`config.mk`:
```
export PLATFORM = sky130hd
export DESIGN_NAME = pci_to_vme_target_window
export DESIGN_NICKNAME = d
export VERILOG_FILES = /design/src/hdl/window_pkg.sv /design/src/hdl/window_decoder.sv /design/src/hdl/pci_to_vme_target_window.sv
export VERILOG_INCLUDE_DIRS = /design/src /design/src/hdl
export SDC_FILE = /design/constraint.sdc
export NUM_CORES = 1
export LEC_CHECK = 0
export ABC_AREA = 1
export BUFFER_PORTS_ARGS = -buffer_cell sky130_fd_sc_hd__clkbuf_2
export CORE_ASPECT_RATIO = 1.5
export CORE_MARGIN = 1
export CORE_UTILIZATION = 56
export CTS_CLUSTER_SIZE = 40
export DETAILED_ROUTE_END_ITERATION = 8
export PLACE_DENSITY_LB_ADDON = 0.2
export SETUP_SLACK_MARGIN = 0.4
export SLEW_MARGIN = 20
export SYNTH_ARGS = -nofsm -noshare
export SYNTH_HDL_FRONTEND = slang
export SYNTH_SLANG_ARGS = --single-unit
```
`constraint.sdc`:
```
create_clock -name aclk -period 2.4 [get_ports aclk]
set_input_delay 0.6 -clock aclk [delete_from_list [all_inputs] [get_ports aclk]]
set_output_delay 0.6 -clock aclk [all_outputs]
set_load 0.1 [all_outputs]
```
`src/hdl/window_defines.svh`:
```
// Register offsets, field positions, reset values and bus codes.
`ifndef WINDOW_DEFINES_SVH
`define WINDOW_DEFINES_SVH

// Byte offsets of the window registers on the register bus.
`define OFF_CONTROL 12'h13c
`define OFF_BASE 12'h140
`define OFF_BOUND 12'h144
`define OFF_OFFSET 12'h148

// Bit positions of the control word fields.
`define CTL_ENABLE 31
`define CTL_POSTED 30
`define CTL_WIDTH_HI 23
`define CTL_WIDTH_LO 22
`define CTL_SPACE_HI 18
`define CTL_SPACE_LO 16
`define CTL_PROGRAM 14
`define CTL_SUPER 12
`define CTL_BLOCK 8
`define CTL_PCI_SPACE 0

// Address fields occupy the upper half of base, bound and offset.
`define ADDR_FIELD_HI 31
`define ADDR_FIELD_LO 16

// Reset values of the control fields and of the base, bound and offset fields.
`define RST_WIDTH 2'h2
`define RST_SPACE 3'h0
`define RST_ENABLE 1'h0
`define RST_PCI_SPACE 1'h0
`define RST_FIELD 16'h0000

// Register bus response codes.
`define RESP_OKAY 2'h0
`define RESP_SLVERR 2'h2

`endif

```
`src/hdl/window_pkg.sv`:
```
// Types shared by the target window logic.
package window_pkg;

  // Address space driven on the far bus.
  typedef enum logic [2:0] {
    SPACE_A16 = 3'b000,
    SPACE_A24 = 3'b001,
    SPACE_A32 = 3'b010,
    SPACE_RSV3 = 3'b011,
    SPACE_RSV4 = 3'b100,
    SPACE_CFG = 3'b101,
    SPACE_USER1 = 3'b110,
    SPACE_USER2 = 3'b111
  } space_t;

  // Largest data width used on the far bus.
  typedef enum logic [1:0] {
    WIDTH_8 = 2'b00,
    WIDTH_16 = 2'b01,
    WIDTH_32 = 2'b10,
    WIDTH_64 = 2'b11
  } width_t;

  // Register selected by a bus address.
  typedef enum logic [2:0] {
    SEL_CONTROL = 3'b000,
    SEL_BASE = 3'b001,
    SEL_BOUND = 3'b010,
    SEL_OFFSET = 3'b011,
    SEL_NONE = 3'b100
  } reg_sel_t;

  // Whole state of the window block.
  typedef struct packed {
    logic en;
    logic posted_write_allow;
    logic [1:0] width;
    logic [2:0] vme_space_select;
    logic program_data_am;
    logic sup;
    logic block_transfer_select;
    logic pci_space_select;
    logic [15:0] base;
    logic [15:0] bound;
    logic [15:0] toff;
    logic aw_got;
    logic w_got;
    logic [11:0] waddr;
    logic [31:0] wdata;
    logic [3:0] wstrb;
    logic bvalid;
    logic [1:0] bresp;
    logic rvalid;
    logic [1:0] rresp;
    logic [31:0] rdata;
    logic fwd_valid;
    logic fwd_hit;
    logic [31:0] fwd_addr;
    logic [2:0] fwd_space;
    logic [1:0] fwd_width;
    logic fwd_program;
    logic fwd_super;
    logic fwd_blt;
    logic fwd_mblt;
    logic fwd_posted;
  } window_state_t;

endpackage : window_pkg

```
`src/hdl/window_decoder.sv`:
```
// Address compare and translation for one target window.
`timescale 1ns/1ps
`include "window_defines.svh"

module window_decoder (
  // Incoming access.
  input wire logic [31:0] pci_addr,
  input wire logic pci_io,
  // Window setup.
  input wire logic enable,
  input wire logic pci_space_select,
  input wire logic space_ok,
  input wire logic [15:0] base,
  input wire logic [15:0] bound,
  input wire logic [15:0] toff,
  // Decode result.
  output logic hit,
  output logic [31:0] vme_addr
);

  // Upper half of the incoming address, the only part compared.
  logic [15:0] upper;
  // Lower and upper limit tests.
  logic above_base;
  logic below_bound;

  assign upper = pci_addr[`ADDR_FIELD_HI:`ADDR_FIELD_LO];
  assign above_base = (upper >= base);
  // A zero bound removes the upper limit altogether.
  assign below_bound = (bound == 16'h0000) || (upper < bound);

  // A disabled window, or one of the wrong PCI space, claims nothing.
  assign hit = enable && (pci_io == pci_space_select) && space_ok &&
    above_base && below_bound;

  // The carry out of the sum is dropped by the 16-bit cast.
  assign vme_addr = {16'(upper + toff),
    pci_addr[`ADDR_FIELD_LO-1:0]};

endmodule : window_decoder

```
`src/hdl/pci_to_vme_target_window.sv`:
```
// Register file and decode for one PCI-to-VME target window.
// Operation
// - Block-transfer bit only for A24/A32 narrow widths.
// - A24/A32 with 64-bit allows multiplexed block transfers.
// - PCI I/O window ignores posting, always coupled.
// - Width field 23:22 encodes 8/16/32/64, resets 10.
// - Space field 18:16 selects A16..User2.
// - Bit 14 selects data or program attribute.
// - Bit 12 selects user or supervisor attribute.
// - Bit 8 forbids or permits block transfers.
// - Bit 0 selects PCI memory or I/O.
// - Base bits 31:16, low half reads zero.
// - Claim at or above base, below bound.
// - Zero bound means no upper limit.
// - VME upper address is PCI plus offset.
`timescale 1ns/1ps
`include "window_defines.svh"

module pci_to_vme_target_window (
  // Clock and synchronous active low reset.
  input wire logic aclk,
  input wire logic aresetn,
  // Register bus write address and data.
  input wire logic [11:0] s_axi_awaddr,
  input wire logic s_axi_awvalid,
  output logic s_axi_awready,
  input wire logic [31:0] s_axi_wdata,
  input wire logic [3:0] s_axi_wstrb,
  input wire logic s_axi_wvalid,
  output logic s_axi_wready,
  // Register bus write response.
  output logic [1:0] s_axi_bresp,
  output logic s_axi_bvalid,
  input wire logic s_axi_bready,
  // Register bus read.
  input wire logic [11:0] s_axi_araddr,
  input wire logic s_axi_arvalid,
  output logic s_axi_arready,
  output logic [31:0] s_axi_rdata,
  output logic [1:0] s_axi_rresp,
  output logic s_axi_rvalid,
  input wire logic s_axi_rready,
  // Access offered by the PCI target side.
  input wire logic pci_valid,
  input wire logic [31:0] pci_addr,
  input wire logic pci_write,
  input wire logic pci_io,
  // Decode result handed to the VME master side.
  output logic fwd_valid,
  output logic fwd_hit,
  output logic [31:0] fwd_vme_addr,
  output logic [2:0] fwd_space,
  output logic [1:0] fwd_width,
  output logic fwd_program,
  output logic fwd_supervisor,
  output logic fwd_blt,
  output logic fwd_mblt,
  output logic fwd_posted
);

  // Present and next state.
  window_pkg::window_state_t s;
  window_pkg::window_state_t next_s;
  // Combinational decode result.
  logic dec_hit;
  logic [31:0] dec_addr;
  // Space code is a defined, non-reserved one.
  logic space_ok;

  // Maps a bus address onto a register of the window.
  function automatic window_pkg::reg_sel_t reg_select(
    input logic [11:0] addr);
    window_pkg::reg_sel_t sel;
    sel = window_pkg::SEL_NONE;
    if (addr == `OFF_CONTROL) begin
      sel = window_pkg::SEL_CONTROL;
    end else if (addr == `OFF_BASE) begin
      sel = window_pkg::SEL_BASE;
    end else if (addr == `OFF_BOUND) begin
      sel = window_pkg::SEL_BOUND;
    end else if (addr == `OFF_OFFSET) begin
      sel = window_pkg::SEL_OFFSET;
    end
    return sel;
  endfunction : reg_select

  // Builds the control word; reserved bits read as zero.
  function automatic logic [31:0] ctl_word(
    input window_pkg::window_state_t st);
    logic [31:0] w;
    w = 32'h0000_0000;
    w[`CTL_ENABLE] = st.en;
    w[`CTL_POSTED] = st.posted_write_allow;
    w[`CTL_WIDTH_HI:`CTL_WIDTH_LO] = st.width;
    w[`CTL_SPACE_HI:`CTL_SPACE_LO] = st.vme_space_select;
    w[`CTL_PROGRAM] = st.program_data_am;
    w[`CTL_SUPER] = st.sup;
    w[`CTL_BLOCK] = st.block_transfer_select;
    w[`CTL_PCI_SPACE] = st.pci_space_select;
    return w;
  endfunction : ctl_word

  // Replaces only the byte lanes whose strobe is set.
  function automatic logic [31:0] merge(input logic [31:0] old_w,
    input logic [31:0] new_w, input logic [3:0] strb);
    logic [31:0] m;
    m = old_w;
    for (int i = 0; i < 4; i++) begin
      if (strb[i]) begin
        m[i*8 +: 8] = new_w[i*8 +: 8];
      end
    end
    return m;
  endfunction : merge

  // True for the two spaces in which block transfers exist.
  function automatic logic blk_space(input logic [2:0] code);
    return (code == window_pkg::SPACE_A24) ||
      (code == window_pkg::SPACE_A32);
  endfunction : blk_space

  // Reserved space codes leave the window unable to claim anything.
  assign space_ok = (s.vme_space_select != window_pkg::SPACE_RSV3) &&
    (s.vme_space_select != window_pkg::SPACE_RSV4);

  // Compare and translate the offered address against the window.
  window_decoder u_decoder (
    .pci_addr(pci_addr),
    .pci_io(pci_io),
    .enable(s.en),
    .pci_space_select(s.pci_space_select),
    .space_ok(space_ok),
    .base(s.base),
    .bound(s.bound),
    .toff(s.toff),
    .hit(dec_hit),
    .vme_addr(dec_addr)
  );

  // Next-state logic for registers, bus slave and decode outputs.
  always_comb begin
    logic have_aw;
    logic have_w;
    logic [11:0] wa;
    logic [31:0] wd;
    logic [3:0] ws;
    logic [31:0] cw;
    logic [31:0] hw;
    window_pkg::reg_sel_t sel;
    have_aw = 1'b0;
    have_w = 1'b0;
    wa = 12'h000;
    wd = 32'h0000_0000;
    ws = 4'h0;
    cw = 32'h0000_0000;
    hw = 32'h0000_0000;
    sel = window_pkg::SEL_NONE;
    next_s = s;
    // Retire answers the master has accepted.
    if (s.bvalid && s_axi_bready) begin
      next_s.bvalid = 1'b0;
    end
    if (s.rvalid && s_axi_rready) begin
      next_s.rvalid = 1'b0;
    end
    // Address and data may come in either order; hold whichever is first.
    have_aw = s.aw_got || (s_axi_awvalid && s_axi_awready);
    have_w = s.w_got || (s_axi_wvalid && s_axi_wready);
    wa = s.aw_got ? s.waddr : s_axi_awaddr;
    wd = s.w_got ? s.wdata : s_axi_wdata;
    ws = s.w_got ? s.wstrb : s_axi_wstrb;
    if (have_aw && have_w) begin
      // Both halves present: commit and raise the response.
      next_s.aw_got = 1'b0;
      next_s.w_got = 1'b0;
      next_s.bvalid = 1'b1;
      next_s.bresp = `RESP_OKAY;
      sel = reg_select(wa);
      unique case (sel)
        window_pkg::SEL_CONTROL: begin
          cw = merge(ctl_word(s), wd, ws);
          next_s.en = cw[`CTL_ENABLE];
          next_s.posted_write_allow = cw[`CTL_POSTED];
          next_s.width = cw[`CTL_WIDTH_HI:`CTL_WIDTH_LO];
          next_s.vme_space_select = cw[`CTL_SPACE_HI:`CTL_SPACE_LO];
          next_s.program_data_am = cw[`CTL_PROGRAM];
          next_s.sup = cw[`CTL_SUPER];
          next_s.block_transfer_select = cw[`CTL_BLOCK];
          next_s.pci_space_select = cw[`CTL_PCI_SPACE];
        end
        window_pkg::SEL_BASE: begin
          hw = merge({s.base, 16'h0000}, wd, ws);
          next_s.base = hw[`ADDR_FIELD_HI:`ADDR_FIELD_LO];
        end
        window_pkg::SEL_BOUND: begin
          hw = merge({s.bound, 16'h0000}, wd, ws);
          next_s.bound = hw[`ADDR_FIELD_HI:`ADDR_FIELD_LO];
        end
        window_pkg::SEL_OFFSET: begin
          hw = merge({s.toff, 16'h0000}, wd, ws);
          next_s.toff = hw[`ADDR_FIELD_HI:`ADDR_FIELD_LO];
        end
        window_pkg::SEL_NONE: begin
          // Unmapped addresses store nothing and answer with an error.
          next_s.bresp = `RESP_SLVERR;
        end
      endcase
    end else begin
      // Only one half so far: keep it until the other arrives.
      if (s_axi_awvalid && s_axi_awready) begin
        next_s.aw_got = 1'b1;
        next_s.waddr = s_axi_awaddr;
      end
      if (s_axi_wvalid && s_axi_wready) begin
        next_s.w_got = 1'b1;
        next_s.wdata = s_axi_wdata;
        next_s.wstrb = s_axi_wstrb;
      end
    end
    // Reads answer one cycle after the address is taken.
    if (s_axi_arvalid && s_axi_arready) begin
      next_s.rvalid = 1'b1;
      next_s.rresp = `RESP_OKAY;
      unique case (reg_select(s_axi_araddr))
        window_pkg::SEL_CONTROL: next_s.rdata = ctl_word(s);
        window_pkg::SEL_BASE: next_s.rdata = {s.base, 16'h0000};
        window_pkg::SEL_BOUND: next_s.rdata = {s.bound, 16'h0000};
        window_pkg::SEL_OFFSET: next_s.rdata = {s.toff, 16'h0000};
        window_pkg::SEL_NONE: begin
          next_s.rdata = 32'h0000_0000;
          next_s.rresp = `RESP_SLVERR;
        end
      endcase
    end
    // Decode result is a one-cycle pulse after each offered access.
    next_s.fwd_valid = pci_valid;
    if (pci_valid) begin
      next_s.fwd_hit = dec_hit;
      next_s.fwd_addr = dec_addr;
      next_s.fwd_space = s.vme_space_select;
      next_s.fwd_width = s.width;
      next_s.fwd_program = s.program_data_am;
      next_s.fwd_super = s.sup;
      // Single block transfers only in A24/A32 below 64 bits.
      next_s.fwd_blt = s.block_transfer_select &&
        blk_space(s.vme_space_select) &&
        (s.width != window_pkg::WIDTH_64);
      // At 64 bits the block bit plays no part.
      next_s.fwd_mblt = blk_space(s.vme_space_select) &&
        (s.width == window_pkg::WIDTH_64);
      // An I/O window never posts, whatever the posting bit says.
      next_s.fwd_posted = s.posted_write_allow && !s.pci_space_select &&
        pci_write;
    end
  end

  // State register with synchronous reset.
  always_ff @(posedge aclk) begin
    if (!aresetn) begin
      s <= '0;
      s.width <= `RST_WIDTH;
      s.vme_space_select <= `RST_SPACE;
      s.en <= `RST_ENABLE;
      s.pci_space_select <= `RST_PCI_SPACE;
      s.base <= `RST_FIELD;
      s.bound <= `RST_FIELD;
      s.toff <= `RST_FIELD;
    end else begin
      s <= next_s;
    end
  end

  // Handshake outputs; a pending response stalls new requests.
  assign s_axi_awready = !s.aw_got && !s.bvalid;
  assign s_axi_wready = !s.w_got && !s.bvalid;
  assign s_axi_arready = !s.rvalid;
  assign s_axi_bvalid = s.bvalid;
  assign s_axi_bresp = s.bresp;
  assign s_axi_rvalid = s.rvalid;
  assign s_axi_rresp = s.rresp;
  assign s_axi_rdata = s.rdata;
  assign fwd_valid = s.fwd_valid;
  assign fwd_hit = s.fwd_hit;
  assign fwd_vme_addr = s.fwd_addr;
  assign fwd_space = s.fwd_space;
  assign fwd_width = s.fwd_width;
  assign fwd_program = s.fwd_program;
  assign fwd_supervisor = s.fwd_super;
  assign fwd_blt = s.fwd_blt;
  assign fwd_mblt = s.fwd_mblt;
  assign fwd_posted = s.fwd_posted;
endmodule : pci_to_vme_target_window

```
==> results_dict.tcl <==
set metrics [dict create \
    yosysWarnings 0 \
    cp_top_family "buffers and inverters" \
    top_level_ports 187 \
    cts.sink_count 165 \
    core_area_sq_um 15800 \
    io_buffers 160 \
    final_routed_drc_violation_total 0 \
    cts_inserted_buffers 17 \
    max_cap_violations 0 \
    num_rows 56 \
    setup_violations 0 \
    wl_per_cell_um 13.7 \
    synth_largest_area_cell "dfxtp_1" \
    fp.dieW_um 106 \
    cp_cell_sequence "nor2_4 > buf_2" \
    design.die.area_sq_um 16800 \
    worst_path_largest_cell_delay_ps 430 \
    slew_viol_final 0 \
    maximum_net_fanout_on_the_critical_path 3 \
    wl_um 22300 \
    detailedRoute.firstIterationViolations 381 \
    grt_overflow_total 0 \
    vias_in_the_first_global_route 7699 \
    postSynthAreaPerCell_sq_um 6.93 \
    grt.total_usage_pct 26.9 \
    power-per-cell-area_nw_per_um2 701 \
    viasPerCell 5.14 \
    ys_seq_elements 165 \
    cts_root_buffer "clkbuf_16" \
    count_of_fill_cells_added_during_filler_insertion 1499 \
    synthArstFlopShare_pct 0 \
    worst_ep_required_time_ps 1800 \
    global_route_wire_length_before_repair_um 35600 \
    clock_skew_ps 5.93 \
    worst_slew_margin_rel_pct 49.3 \
    cts_hold_buffers 0 \
    synth.top_cells.by_area "dfxtp_1 (36%), nand2_1 (12%), nor2_1 (9.3%), ha_1 (6.3%), o21ai_0 (6.2%)" \
    min_period_over_period_pct 80.4 \
    grt_antenna_before_repair 0 \
    synthDominantCellAreaShare_pct 36.2 \
    worstSkewPairLatency_ps 430 \
    hold_path_class "input port to flop" \
    placed_cells 1594 \
    area_delta_synth_final_pct 13.0 \
    outcome "complete, no violations" \
    synth-main-ff-cell "dfxtp_1" \
    dp_hpwl_um 17300 \
    num_vias 8372 \
    tightestPinTransition_ps 759 \
    final.min_clock_period_ps 1930 \
    crit_path_end_kind "output pin" \
    floorplan.die.height_um 158 \
    grt_setup_unrepaired "true" \
    num_antenna_cells 0 \
    yosysUniqueCellTypes 49 \
    start_util_pct 57.8 \
    timing.critical_path.arrival_ps 1330 \
    drt_first_pass_iters 5 \
    post_synth_inst_count 1315 \
    drt.antenna.violating_nets 0 \
    total_leakage_power_nw 4.89 \
    critical_path.slowest_cell "buf_2" \
    setup.worst_path.class "flop to output pin" \
    final.setup.tns_ps 0 \
    synth_enable_flop_cells 0 \
    rrSetupSlack_ps 540 \
    largest_net_degree_at_the_start_of_global_routing 58 \
    buffers_and_inverters_on_the_worst_path 1 \
    finalNonFillerCells 1628 \
    synth.yosys.seq_area_share_pct 36.2 \
    max_freq_mhz 518 \
    worst_setup_sp_type "flop" \
    final_net_count 1561 \
    clkSlewWorstSetupHoldPaths_ps 60 \
    tritoncts "yes" \
    hold_viol_final 0 \
    globalplace.congestion 0.929 \
    vdd_ir_drop_max_mv 0.737 \
    h-tree-depth 4 \
    syn-cell-area_sq_um 9110 \
    post_route_cells_drive_above_1_share_pct 18.8 \
    cts.path.max_buffers 2 \
]
## sequential cells by signal, summed over array words and instances, names as in the netlist, 2 cells and up
register,count
s,97
fwd_vme_addr,32
s_axi_rdata,20
fwd_space,3
fwd_width,2
## report_power, final
part	internal (mW)	total, mW	switching, mW
Sequential	2.90	2.99	0.0902
Clock	1.53	2.65	1.13
Combinational	0.366	1.58	1.21
## routing by layer
metal / vias to the layer above / share of wire [%] / GRT usage [%]
met5: - / 0 / 0
met4: 0 / 4.8 / 17.3
met3: 60 / 4.3 / 4.78
met2: 215 / 50 / 47.8
met1: 3737 / 41 / 29.4
li1: 4360 / - / -
## stage by stage
stage,power [mW],util [%],hold slack [ps],setup slack [ps],instance area [sq um]
floorplan,4.36,-,429,269,9190
global placement,4.60,61.4,438,135,9680
detailed placement,4.62,61.4,442,79.4,9680
CTS,7.27,65.1,347,404,10300
global route,7.54,65.3,354,396,10300
finish,7.22,65.3,359,470,10300
## Yosys cell counts, types with 2 or more instances
| cell | count |
|---|---|
| nand2_2 | 2 |
| nor4_1 | 4 |
| ha_1 | 46 |
| o21a_1 | 4 |
| o21ai_2 | 3 |
| nand3b_1 | 3 |
| dfxtp_1 | 165 |
| o21ai_0 | 113 |
| nor2_1 | 225 |
| or2_2 | 2 |
| buf_1 | 4 |
| o21ai_1 | 11 |
| a21oi_1 | 59 |
| inv_2 | 6 |
| clkbuf_1 | 33 |
| clkinv_2 | 6 |
| buf_4 | 73 |
| nand2_1 | 294 |
| nor2_2 | 3 |
| a211oi_1 | 2 |
| nand3_1 | 80 |
| nand3_4 | 6 |
| a21o_1 | 3 |
| buf_2 | 6 |
| nor3_4 | 5 |
| nor3_2 | 4 |
| mux2i_1 | 4 |
| nand4_1 | 15 |
| xor2_1 | 3 |
| nor3_1 | 10 |
| inv_1 | 102 |
| a31oi_1 | 2 |
## placed cells by master, fill, tap and decap left out, types with 10 or more instances in the layout
cell | netlist | routed
nand2_1 | 294 | 289
nor2_1 | 225 | 225
dfxtp_1 | 165 | 161
clkbuf_2 | 0 | 157
inv_1 | 102 | 100
o21ai_0 | 113 | 88
nand3_1 | 80 | 80
a21oi_1 | 59 | 58
ha_1 | 46 | 45
o21ai_1 | 11 | 36
buf_4 | 73 | 22
clkbuf_16 | 0 | 18
nand4_1 | 15 | 15
conb_1 | 1 | 14
nor3_1 | 10 | 10
## what timing repair did
action,CTS,global route
resized for setup,2,9
hold endpoints to repair,0,0
setup endpoints to repair,58,60
setup buffers,0,2
## cells by family (layout without fill, tap and decap cells)
logic type	Yosys count	count (layout)	share of synthesized area, %
AO/OA/AOI/OAI	204	204	11.9
XOR/XNOR	4	4	0.384
adder cells (fa/ha/maj)	47	47	6.53
buffers and inverters	232	329	12.8
flip-flops	165	165	36.2
multiplexers	4	4	0.439
other	1	14	0.0411
AND/OR/NAND/NOR	658	658	31.7
## layout make-up
type / instances / area, sq um / area share [%]
clock buffers: 23 / 479 / 4.65
inverters: 115 / 443 / 4.30
multi-input cells: 931 / 4730 / 46.0
repair buffers: 182 / 983 / 9.55
well taps: 203 / 254 / 2.47
flip-flops and latches: 165 / 3320 / 32.2
clock inverters: 9 / 90.1 / 0.875
## path summary, 6_finish.rpt
kind | start | end | depth (start not counted)
max | s[130]$_SDFFE_PP0P_ | s_axi_wready | 2
min | pci_addr[0] | fwd_vme_addr[0]$_SDFFE_PN0P_ | 3
max reg2reg | s[132]$_SDFFE_PN0P_ | fwd_vme_addr[28]$_SDFFE_PN0P_ | 12
min reg2reg | s[120]$_SDFFE_PN0P_ | s[120]$_SDFFE_PN0P_ | 2
## tightest hold or removal path, cell delays in order
cell,delay (ps)
clkbuf_2,80
nand2_1,40
nand2_1,40
No activity file was read; power rests on OpenSTA's default activity.
